--- config.mk ---
export PLATFORM = sky130hd
export DESIGN_NAME = combo_mem_host
export DESIGN_NICKNAME = d
export VERILOG_FILES = /design/src/combo_host_pkg.sv /design/src/combo_mem_host.sv /design/src/flash_bus_cycle.sv
export SDC_FILE = /design/constraint.sdc
export NUM_CORES = 1
export LEC_CHECK = 0
export BUFFER_PORTS_ARGS = -buffer_cell sky130_fd_sc_hd__buf_2
export CAP_MARGIN = 10
export CORE_ASPECT_RATIO = 1.25
export CORE_MARGIN = 2
export CORE_UTILIZATION = 35
export CTS_CLUSTER_DIAMETER = 50
export DETAILED_ROUTE_END_ITERATION = 8
export GPL_TIMING_DRIVEN = 0
export SYNTH_ARGS = -nofsm -noshare
export SYNTH_HDL_FRONTEND = slang
export SYNTH_SLANG_ARGS = --single-unit
--- constraint.sdc ---
create_clock -name clk -period 3.9 [get_ports clk]
set_input_delay 0.195 -clock clk [delete_from_list [all_inputs] [get_ports clk]]
set_output_delay 0.195 -clock clk [all_outputs]
set_load 0.1 [all_outputs]
--- src/combo_host_pkg.sv ---
// constants, timing and command set for the combined-memory host controller
package combo_host_pkg;
  localparam int ADDR_W = 19;
  localparam int DATA_W = 8;
  // timing: clock and worst-case access of the slower variant
  localparam int CLK_PERIOD_NS = 100;
  localparam int ACCESS_NS = 300;
  localparam int STROBE_CYCLES = (ACCESS_NS + CLK_PERIOD_NS - 1) / CLK_PERIOD_NS;
  localparam int PROGRAM_MAX_US = 20;
  localparam int PROGRAM_TIMEOUT_CYCLES = (PROGRAM_MAX_US * 1000) / CLK_PERIOD_NS;
  // bank depths
  localparam int FLASH_DEPTH = 524288;
  localparam int RAM_DEPTH_LARGE = 131072;
  localparam int RAM_DEPTH_SMALL = 32768;
  localparam int SECTOR_OFFSET_BITS = 12;
  // protected command sequence
  localparam logic [ADDR_W-1:0] UNLOCK_ADDR_A = 19'h5_5555;
  localparam logic [ADDR_W-1:0] UNLOCK_ADDR_B = 19'h0_2AAA;
  localparam logic [DATA_W-1:0] SECTOR_ERASE_CODE = 8'h30;
  localparam logic [DATA_W-1:0] BANK_ERASE_CODE = 8'h10;
  localparam logic [2:0] PROGRAM_LAST_LOAD = 3'h3;
  localparam logic [2:0] ERASE_LAST_LOAD = 3'h5;
  localparam int TIMER_W = 24;

  typedef enum logic [2:0] {
    OP_RAM_READ,
    OP_RAM_WRITE,
    OP_FLASH_READ,
    OP_PROGRAM,
    OP_SECTOR_ERASE,
    OP_BANK_ERASE
  } op_t;
endpackage

--- src/combo_mem_host.sv ---
// host controller for the combined flash and static-ram memory device
`timescale 1ns/1ps
`default_nettype none
// Overview of operation
// - host never drives flash and ram selects low together
// - ram read needs ram select and gate low with write strobe high
// - both strobe and select stay low across the whole write window
// - output gate is held at a firm level during ram writes
// - flash read needs flash select and gate low with strobe high
// - flash command load pulses strobe low, flash select low, gate high
module combo_mem_host #(
  parameter int RAM_DEPTH = combo_host_pkg::RAM_DEPTH_LARGE,
  parameter int ERASE_TIMEOUT_CYCLES = 1000000,
  parameter logic [7:0] UNLOCK_DATA_A = 8'hAA,
  parameter logic [7:0] UNLOCK_DATA_B = 8'h55,
  parameter logic [7:0] PROGRAM_CODE = 8'hA0,
  parameter logic [7:0] ERASE_SETUP_CODE = 8'h80
) (
  // clock and reset
  input wire logic clk,
  input wire logic resetn,
  // user command port
  input wire logic cmd_valid,
  output logic cmd_ready,
  input wire combo_host_pkg::op_t cmd_op,
  input wire logic [combo_host_pkg::ADDR_W-1:0] cmd_addr,
  input wire logic [combo_host_pkg::DATA_W-1:0] cmd_wdata,
  // user answer port
  output logic resp_valid,
  output logic resp_error,
  output logic [combo_host_pkg::DATA_W-1:0] resp_rdata,
  output logic flash_busy,
  output logic flash_done,
  output logic flash_error,
  // memory pins
  output logic [combo_host_pkg::ADDR_W-1:0] mem_addr,
  input wire logic [combo_host_pkg::DATA_W-1:0] dq_in,
  output logic [combo_host_pkg::DATA_W-1:0] dq_out,
  output logic dq_oe_n,
  output logic we_n,
  output logic oe_n,
  output logic flash_bank_select_n,
  output logic ram_bank_select_n,
  output logic shared_gate_select_pin
);
  import combo_host_pkg::*;

  initial
  begin
    if (RAM_DEPTH != RAM_DEPTH_LARGE && RAM_DEPTH != RAM_DEPTH_SMALL)
      $error("unsupported ram depth");
    if (ERASE_TIMEOUT_CYCLES < 1 || ERASE_TIMEOUT_CYCLES >= (1 << TIMER_W))
      $error("erase timeout does not fit the timer");
  end

  // address of load idx of a protected sequence
  function automatic logic [ADDR_W-1:0] seq_addr(op_t op, logic [2:0] idx, logic [ADDR_W-1:0] a);
    logic [ADDR_W-1:0] r;
    r = (idx == 3'h1 || idx == 3'h4) ? UNLOCK_ADDR_B : UNLOCK_ADDR_A;
    if (op == OP_PROGRAM && idx == PROGRAM_LAST_LOAD)
      r = a;
    if (op == OP_SECTOR_ERASE && idx == ERASE_LAST_LOAD)
      r = {a[ADDR_W-1:SECTOR_OFFSET_BITS], 12'h000};
    if (op == OP_BANK_ERASE && idx == ERASE_LAST_LOAD)
      r = UNLOCK_ADDR_A;
    return r;
  endfunction

  // only valid bytes are issued, so the device never aborts a sequence
  function automatic logic [DATA_W-1:0] seq_data(op_t op, logic [2:0] idx, logic [DATA_W-1:0] d);
    logic [DATA_W-1:0] r;
    r = idx[0] ? UNLOCK_DATA_B : UNLOCK_DATA_A;
    case (idx)
      3'h2: r = (op == OP_PROGRAM) ? PROGRAM_CODE : ERASE_SETUP_CODE;
      3'h3: r = (op == OP_PROGRAM) ? d : UNLOCK_DATA_A;
      3'h4: r = UNLOCK_DATA_B;
      3'h5: r = (op == OP_SECTOR_ERASE) ? SECTOR_ERASE_CODE : BANK_ERASE_CODE;
      default: r = idx[0] ? UNLOCK_DATA_B : UNLOCK_DATA_A;
    endcase
    return r;
  endfunction

  function automatic logic is_flash_write(op_t op);
    return op == OP_PROGRAM || op == OP_SECTOR_ERASE || op == OP_BANK_ERASE;
  endfunction

  typedef enum {M_IDLE, M_ACCESS, M_LOAD, M_POLL} host_state_t;
  host_state_t state_reg, state_next;
  op_t op_reg, op_next;
  logic [ADDR_W-1:0] addr_reg, addr_next;
  logic [DATA_W-1:0] wdata_reg, wdata_next, rdata_reg, rdata_next;
  logic [2:0] idx_reg, idx_next;
  logic busy_reg, busy_next, erase_reg, erase_next, prev6_reg, prev6_next, have_prev_reg, have_prev_next;
  logic [TIMER_W-1:0] tcnt_reg, tcnt_next;
  logic resp_valid_reg, resp_valid_next, resp_error_reg, resp_error_next;
  logic fdone_reg, fdone_next, ferr_reg, ferr_next;
  logic accept, ram_op, bad_addr, last_load, status_ok;
  logic eng_start, eng_wr, eng_flash, eng_ready, eng_done;
  logic [ADDR_W-1:0] eng_addr;
  logic [DATA_W-1:0] eng_wdata, eng_rdata;
  logic [TIMER_W-1:0] limit;

  //////////////////////////////////////////////////////////////////////////////
  assign ram_op = (cmd_op == OP_RAM_READ) || (cmd_op == OP_RAM_WRITE);
  assign bad_addr = ram_op && (int'(cmd_addr) >= RAM_DEPTH);
  // flash commands wait while busy; ram ones pass through
  assign cmd_ready = (state_reg == M_IDLE) && eng_ready && (ram_op || !busy_reg);
  assign accept = cmd_valid && cmd_ready;
  assign last_load = idx_reg == (erase_reg ? ERASE_LAST_LOAD : PROGRAM_LAST_LOAD);
  assign limit = erase_reg ? TIMER_W'(ERASE_TIMEOUT_CYCLES) : TIMER_W'(PROGRAM_TIMEOUT_CYCLES);
  // completion: toggle stopped and bit seven showing final value
  assign status_ok = have_prev_reg && (eng_rdata[6] == prev6_reg)
    && (eng_rdata[7] == (erase_reg ? 1'b1 : wdata_reg[7]));

  always_comb
  begin
    eng_start = 1'b0;
    eng_wr = 1'b0;
    eng_flash = 1'b1;
    eng_addr = addr_reg;
    eng_wdata = wdata_reg;
    case (state_reg)
      M_IDLE:
      begin
        if (accept && !bad_addr && !is_flash_write(cmd_op))
        begin
          eng_start = 1'b1;
          eng_wr = cmd_op == OP_RAM_WRITE;
          eng_flash = !ram_op;
          eng_addr = cmd_addr;
          eng_wdata = cmd_wdata;
        end
        else if (!accept && busy_reg && eng_ready)
          eng_start = 1'b1; // status poll read
      end
      M_LOAD:
      begin
        eng_start = eng_ready && !eng_done;
        eng_wr = 1'b1;
        eng_addr = seq_addr(op_reg, idx_reg, addr_reg);
        eng_wdata = seq_data(op_reg, idx_reg, wdata_reg);
      end
      default:
      begin
        eng_start = 1'b0;
      end
    endcase
  end

  always_comb
  begin
    state_next = state_reg;
    op_next = op_reg;
    addr_next = addr_reg;
    wdata_next = wdata_reg;
    rdata_next = rdata_reg;
    idx_next = idx_reg;
    busy_next = busy_reg;
    erase_next = erase_reg;
    prev6_next = prev6_reg;
    have_prev_next = have_prev_reg;
    tcnt_next = tcnt_reg;
    resp_valid_next = 1'b0;
    resp_error_next = resp_error_reg;
    fdone_next = 1'b0;
    ferr_next = ferr_reg;
    // the device runs the operation alone; host only times and polls it
    if (busy_reg)
      tcnt_next = tcnt_reg + 1'b1;
    case (state_reg)
      M_IDLE:
      begin
        if (accept)
        begin
          op_next = cmd_op;
          if (bad_addr)
          begin
            resp_valid_next = 1'b1;
            resp_error_next = 1'b1;
          end
          else if (is_flash_write(cmd_op))
          begin
            addr_next = cmd_addr;
            wdata_next = cmd_wdata;
            erase_next = cmd_op != OP_PROGRAM;
            idx_next = 3'h0;
            state_next = M_LOAD;
          end
          else
            state_next = M_ACCESS;
        end
        else if (eng_start)
          state_next = M_POLL;
      end
      M_ACCESS:
      begin
        if (eng_done)
        begin
          resp_valid_next = 1'b1;
          resp_error_next = 1'b0;
          rdata_next = eng_rdata;
          state_next = M_IDLE;
        end
      end
      M_LOAD:
      begin
        if (eng_done)
        begin
          idx_next = idx_reg + 3'h1;
          if (last_load)
          begin
            busy_next = 1'b1;
            tcnt_next = '0;
            have_prev_next = 1'b0;
            state_next = M_IDLE;
          end
        end
      end
      M_POLL:
      begin
        if (eng_done)
        begin
          prev6_next = eng_rdata[6];
          have_prev_next = 1'b1;
          if (status_ok && busy_reg)
          begin
            busy_next = 1'b0;
            fdone_next = 1'b1;
            ferr_next = 1'b0;
          end
          state_next = M_IDLE;
        end
      end
      default: state_next = M_IDLE;
    endcase
    if (busy_reg && tcnt_reg >= limit && !fdone_next)
    begin
      busy_next = 1'b0;
      fdone_next = 1'b1;
      ferr_next = 1'b1;
    end
  end

  always_ff @(posedge clk)
  begin
    if (!resetn)
    begin
      state_reg <= M_IDLE;
      op_reg <= OP_RAM_READ;
      addr_reg <= 19'h0_0000;
      wdata_reg <= 8'h00;
      rdata_reg <= 8'h00;
      idx_reg <= 3'h0;
      busy_reg <= 1'b0;
      erase_reg <= 1'b0;
      prev6_reg <= 1'b0;
      have_prev_reg <= 1'b0;
      tcnt_reg <= '0;
      resp_valid_reg <= 1'b0;
      resp_error_reg <= 1'b0;
      fdone_reg <= 1'b0;
      ferr_reg <= 1'b0;
    end
    else
    begin
      state_reg <= state_next;
      op_reg <= op_next;
      addr_reg <= addr_next;
      wdata_reg <= wdata_next;
      rdata_reg <= rdata_next;
      idx_reg <= idx_next;
      busy_reg <= busy_next;
      erase_reg <= erase_next;
      prev6_reg <= prev6_next;
      have_prev_reg <= have_prev_next;
      tcnt_reg <= tcnt_next;
      resp_valid_reg <= resp_valid_next;
      resp_error_reg <= resp_error_next;
      fdone_reg <= fdone_next;
      ferr_reg <= ferr_next;
    end
  end

  assign resp_valid = resp_valid_reg;
  assign resp_error = resp_error_reg;
  assign resp_rdata = rdata_reg;
  assign flash_busy = busy_reg;
  assign flash_done = fdone_reg;
  assign flash_error = ferr_reg;

  //////////////////////////////////////////////////////////////////////////////
  // idle bus has both selects high, so the device stays in standby
  flash_bus_cycle flash_bus_cycle_i (
    .clk(clk),
    .resetn(resetn),
    .start(eng_start),
    .wr(eng_wr),
    .to_flash(eng_flash),
    .addr(eng_addr),
    .wdata(eng_wdata),
    .ready(eng_ready),
    .done(eng_done),
    .rdata(eng_rdata),
    .mem_addr(mem_addr),
    .dq_in(dq_in),
    .dq_out(dq_out),
    .dq_oe_n(dq_oe_n),
    .we_n(we_n),
    .oe_n(oe_n),
    .flash_bank_select_n(flash_bank_select_n),
    .ram_bank_select_n(ram_bank_select_n),
    .shared_gate_select_pin(shared_gate_select_pin)
  );
endmodule // combo_mem_host
`default_nettype wire

--- src/flash_bus_cycle.sv ---
// one read or write cycle on the shared memory bus
`timescale 1ns/1ps
`default_nettype none
module flash_bus_cycle (
  // clock and reset
  input wire logic clk,
  input wire logic resetn,
  // cycle request
  input wire logic start,
  input wire logic wr,
  input wire logic to_flash,
  input wire logic [combo_host_pkg::ADDR_W-1:0] addr,
  input wire logic [combo_host_pkg::DATA_W-1:0] wdata,
  output logic ready,
  output logic done,
  output logic [combo_host_pkg::DATA_W-1:0] rdata,
  // memory pins
  output logic [combo_host_pkg::ADDR_W-1:0] mem_addr,
  input wire logic [combo_host_pkg::DATA_W-1:0] dq_in,
  output logic [combo_host_pkg::DATA_W-1:0] dq_out,
  output logic dq_oe_n,
  output logic we_n,
  output logic oe_n,
  output logic flash_bank_select_n,
  output logic ram_bank_select_n,
  output logic shared_gate_select_pin
);
  import combo_host_pkg::*;

  typedef enum {S_IDLE, S_SETUP, S_STROBE, S_RECOVER} cyc_state_t;
  cyc_state_t state_reg, state_next;
  logic [3:0] cnt_reg, cnt_next;
  logic wr_reg, wr_next, done_reg, done_next;
  logic [DATA_W-1:0] rdata_reg, rdata_next, dq_out_reg, dq_out_next;
  logic [ADDR_W-1:0] addr_reg, addr_next;
  logic dq_oe_n_reg, dq_oe_n_next, we_n_reg, we_n_next, oe_n_reg, oe_n_next;
  logic fsel_n_reg, fsel_n_next, rsel_n_reg, rsel_n_next;

  initial if (STROBE_CYCLES < 1 || STROBE_CYCLES > 15) $error("strobe length out of range");

  //////////////////////////////////////////////////////////////////////////////
  always_comb
  begin
    state_next = state_reg;
    cnt_next = cnt_reg;
    wr_next = wr_reg;
    done_next = 1'b0;
    rdata_next = rdata_reg;
    dq_out_next = dq_out_reg;
    addr_next = addr_reg;
    dq_oe_n_next = dq_oe_n_reg;
    we_n_next = we_n_reg;
    oe_n_next = oe_n_reg;
    fsel_n_next = fsel_n_reg;
    rsel_n_next = rsel_n_reg;
    case (state_reg)
      S_IDLE:
      begin
        if (start)
        begin
          // selects fall first, so the strobe edges decide latching
          addr_next = addr;
          dq_out_next = wdata;
          wr_next = wr;
          dq_oe_n_next = !wr;
          fsel_n_next = !to_flash;
          rsel_n_next = to_flash;
          state_next = S_SETUP;
        end
      end
      S_SETUP:
      begin
        cnt_next = 4'h0;
        // write: strobe low, gate high; read: gate low, strobe high
        we_n_next = !wr_reg;
        oe_n_next = wr_reg;
        state_next = S_STROBE;
      end
      S_STROBE:
      begin
        cnt_next = cnt_reg + 4'h1;
        if (cnt_reg == 4'(STROBE_CYCLES - 1))
        begin
          if (!wr_reg)
            rdata_next = dq_in;
          // strobe rises before the selects: data latched here
          we_n_next = 1'b1;
          oe_n_next = 1'b1;
          state_next = S_RECOVER;
        end
      end
      S_RECOVER:
      begin
        fsel_n_next = 1'b1;
        rsel_n_next = 1'b1;
        dq_oe_n_next = 1'b1;
        done_next = 1'b1;
        state_next = S_IDLE;
      end
      default: state_next = S_IDLE;
    endcase
  end

  always_ff @(posedge clk)
  begin
    if (!resetn)
    begin
      state_reg <= S_IDLE;
      cnt_reg <= 4'h0;
      wr_reg <= 1'b0;
      done_reg <= 1'b0;
      rdata_reg <= 8'h00;
      dq_out_reg <= 8'h00;
      addr_reg <= 19'h0_0000;
      dq_oe_n_reg <= 1'b1;
      we_n_reg <= 1'b1;
      oe_n_reg <= 1'b1;
      fsel_n_reg <= 1'b1;
      rsel_n_reg <= 1'b1;
    end
    else
    begin
      state_reg <= state_next;
      cnt_reg <= cnt_next;
      wr_reg <= wr_next;
      done_reg <= done_next;
      rdata_reg <= rdata_next;
      dq_out_reg <= dq_out_next;
      addr_reg <= addr_next;
      dq_oe_n_reg <= dq_oe_n_next;
      we_n_reg <= we_n_next;
      oe_n_reg <= oe_n_next;
      fsel_n_reg <= fsel_n_next;
      rsel_n_reg <= rsel_n_next;
    end
  end

  assign ready = (state_reg == S_IDLE);
  assign done = done_reg;
  assign rdata = rdata_reg;
  assign mem_addr = addr_reg;
  assign dq_out = dq_out_reg;
  assign dq_oe_n = dq_oe_n_reg;
  assign we_n = we_n_reg;
  assign oe_n = oe_n_reg;
  assign flash_bank_select_n = fsel_n_reg;
  assign ram_bank_select_n = rsel_n_reg;
  // reduced-pin part: the pin is the ram select in ram cycles, the gate in flash cycles
  assign shared_gate_select_pin = fsel_n_reg ? rsel_n_reg : oe_n_reg;
endmodule // flash_bus_cycle
`default_nettype wire

==> metrics.txt <==
shortest period the worst path allows=2.56 ns; worst-case hold path end point=flash_bus_cycle_i.rdata[1]; number of detailed-routing iterations run before antenna repair=5; run status=finished clean; Core ar.=16700 um^2; drt wl/cell=15.9 um; Post-Syn Instances=718; number of hold-slack violations in the final timing report=0; final number of setup-violating endpoints=0; leakage power of the design=2.81 nW; clock insertion delay at the later pin of the skew report=0.42 ns; Synth area leaders=dfxtp_1 (42%), nand2_1 (7.2%), a21oi_1 (6.6%); count of final max-slew check failures=0; GRT Residual Overflow=0; kind of path behind the tightest hold check=input pin to flip-flop; Die Footprint=18000 um^2; via count of the first global-routing pass=5128; Worst Setup End Kind=flip-flop; max capacitance violation total=0; depth of the most critical reg-to-reg path=10; WHS Path Cells=3; # H-tree levels=4; largest voltage drop on the vdd net=0.537 mV; layout cell share with drive strength beyond 1=18.9%; routed wire length=16.8 mm; antenna violations before repair=0; data arrival time of the worst path=2.87 ns; overall global routing resource usage=19.1%; worst clock skew on the final layout=0.0137 ns; number of design rule violations left after detail routing=0; cell with the largest stage delay on the worst path=dfxtp_1; Place WS=1.32 ns; Die Y-Extent=149 um; via count=5481; clock transition at the register clock pins on the worst setup and hold paths after CTS=0.06 ns; last weighted congestion value of the routability-driven placer=0.829; number of nets in the synthesized netlist=780; port bufs=86; Post-Synthesis Cell Area=5910 um^2; Slowest Stage Delay on Critical Path=0.33 ns; HP Start=dq_in[1]; largest driver fanout on the critical path=10; TritonCTS clock tree=built; RSZ-0062 raised after global routing=no; post-CTS setup buffer count=0; number of buffers on the longest clock path=2; critical-path cell list=buf_2, inv_1, ha_1, buf_2, and4b_1, buf_2, nor2_1, a22oi_1, a22o_1, o221a_2; wire length of the first global-routing pass=26.8 mm; number of library cell types mapped by synthesis=69; register area share after synthesis=41.7%; Worst Setup Slack, final=1.34 ns; worst reg2reg startpoint=idx_reg[2]; number of nets still failing antenna checks after routing=0; Max Clock Freq=391 MHz; fraction of registers with async set or reset after synthesis=0%; number of warnings issued by yosys=0; final-stage net count=886; post-synthesis area per instance=8.23 um^2; initial core utilization=35.4%; endpoint of the lowest-slack register-to-register path=flash_bus_cycle_i.mem_addr[12]; layout filler cell count=1763; leading area contributor after synthesis=dfxtp_1; sum of negative setup slack=0 ns; number of DRC violations after detailed-routing iteration 0=369; CP Class=flip-flop to flip-flop; transition time of the tightest slew-check pin=0.818 ns; post-route fraction of the period consumed by the critical path=65.6%; Die Width=120 um; number of clock buffers inserted by TritonCTS=17; total power per unit cell area=743 nW/um^2; Post-synth top flop=dfxtp_1; worst slew margin relative to its limit=45.3%; critical path required time=4.21 ns; most used cell along the critical path=buf_2; type of origin of the critical path=flip-flop; relative area change from synthesis to final layout=22.0%; share of the synthesized area in the top cell type=41.7%; number of synthesized register bits=123; largest net degree at the start of global routing=17; number of flip-flops in the largest register=24; HPWL after DPL=12.1 mm; clock tree root buffer cell=clkbuf_16; standard-cell rows=53; top-level port count=88; Ant. Diodes=0; via density per instance=5.19; Crit path buffers/inverters=4; Post-synth EDFFs=0; clk sinks=123; FF-to-FF setup slack=1.34 ns; cell type group with the largest total delay on the critical path=compound AO/OA/AOI/OAI gates
-- power by group --
group          switching, mW  internal (mW)
Clock                  0.593          0.963
Sequential             0.115           1.45
Combinational           1.77          0.472
Total                   2.48           2.88
-- Yosys cell counts, types with 7 or more instances --
cell type  number
nor2_1         76
nor3_1         12
nand2_1       114
clkbuf_1       20
ha_1           21
xnor2_1        16
nand4_1         8
nand2b_1       11
a31oi_1        17
o21ai_1         7
o21ai_0        39
mux2i_1        12
buf_2          14
dfxtp_1       123
a21oi_1        78
a221oi_1       10
xor2_1          9
inv_1          18
nand3_1        14
-- final cells by class --
class | instances | area [um^2] | area share (%)
Clock buffer | 20 | 447 | 6.19
Buffer | 39 | 179 | 2.48
Timing Repair Buffer | 87 | 440 | 6.11
Clock inverter | 12 | 136 | 1.89
Tap cell | 220 | 275 | 3.82
Inverter | 19 | 71.3 | 0.989
Sequential cell | 123 | 2460 | 34.1
Multi-Input combinational cell | 537 | 3200 | 44.4
-- worst register-to-register path: stages, from the launching register on --
cell and delay (ns):
dfxtp_1 0.33, buf_2 0.21, inv_1 0.09, ha_1 0.19, buf_2 0.17, and4b_1 0.22, buf_2 0.18, nor2_1 0.29
a22oi_1 0.29, a22o_1 0.28, o221a_2 0.22
-- cells by family after synthesis --
| family | Yosys count | share of synthesized area, % |
|---|---|---|
| AND/OR/NAND/NOR | 279 | 21.8 |
| AO/OA/AOI/OAI | 196 | 21.3 |
| flip-flops | 123 | 41.7 |
| buffers and inverters | 58 | 4.23 |
| XOR/XNOR | 25 | 3.70 |
| adder cells (fa/ha/maj) | 21 | 4.44 |
| multiplexers | 16 | 2.79 |
-- worst max-delay path by stage --
stage                                               from                        endpoint  cells after the start
after global placement                        idx_reg[2]  flash_bus_cycle_i.mem_addr[12]                     10
after floorplan                               flash_busy                       cmd_ready                      3
final                                         idx_reg[2]  flash_bus_cycle_i.mem_addr[12]                     10
after CTS                 flash_bus_cycle_i.state_reg[0]                    addr_reg[16]                      9
after global routing                          idx_reg[0]  flash_bus_cycle_i.mem_addr[13]                      9
after detailed placement  flash_bus_cycle_i.state_reg[0]                    addr_reg[16]                      9
-- layout by cell type (no fill, tap or decap), types with 8 or more instances in the layout --
master and n:
xor2_1 9, clkbuf_1 22, dfxtp_1 123, mux2i_1 12
a221oi_1 10, a31oi_1 17, nand4_1 8, inv_1 18
nand2_1 114, a21oi_1 78, nand2b_1 11, nand3_1 14
xnor2_1 16, o21ai_0 39, ha_1 21, clkbuf_16 17
nor2_1 76, nor3_1 12, buf_2 100
-- metal layers --
layer  track usage, %  vias to the layer above  routed length, um
met5                0                        -                  0
met4             6.86                        0                342
met3             4.05                       27                829
met2             33.1                      146               8250
met1             23.3                     2561               7340
li1                 -                     2747                  -
-- through the flow --
stage / util, % / hold WS (ns) / std cells / cell area (um^2) / power [mW]
finish: 43.1 / 0.0120 / 1057 / 7210 / 5.36
global route: 43.1 / 0.0226 / 1057 / 7210 / 5.60
CTS: 43.1 / 0.000880 / 1057 / 7210 / 5.39
detailed placement: 39.6 / 0.435 / 1024 / 6620 / 3.82
global placement: 39.6 / 0.429 / 1024 / 6620 / 3.81
floorplan: - / 0.331 / 718 / 5910 / 3.36
-- repair_timing --
action | 4_1_cts | 5_1_grt
endpoints found under the hold margin | 1 | 0
hold buffers | 1 | 0
endpoints found under the setup margin | 0 | 0
resized for setup | 0 | 0
Power figures use the tool's default switching activity.
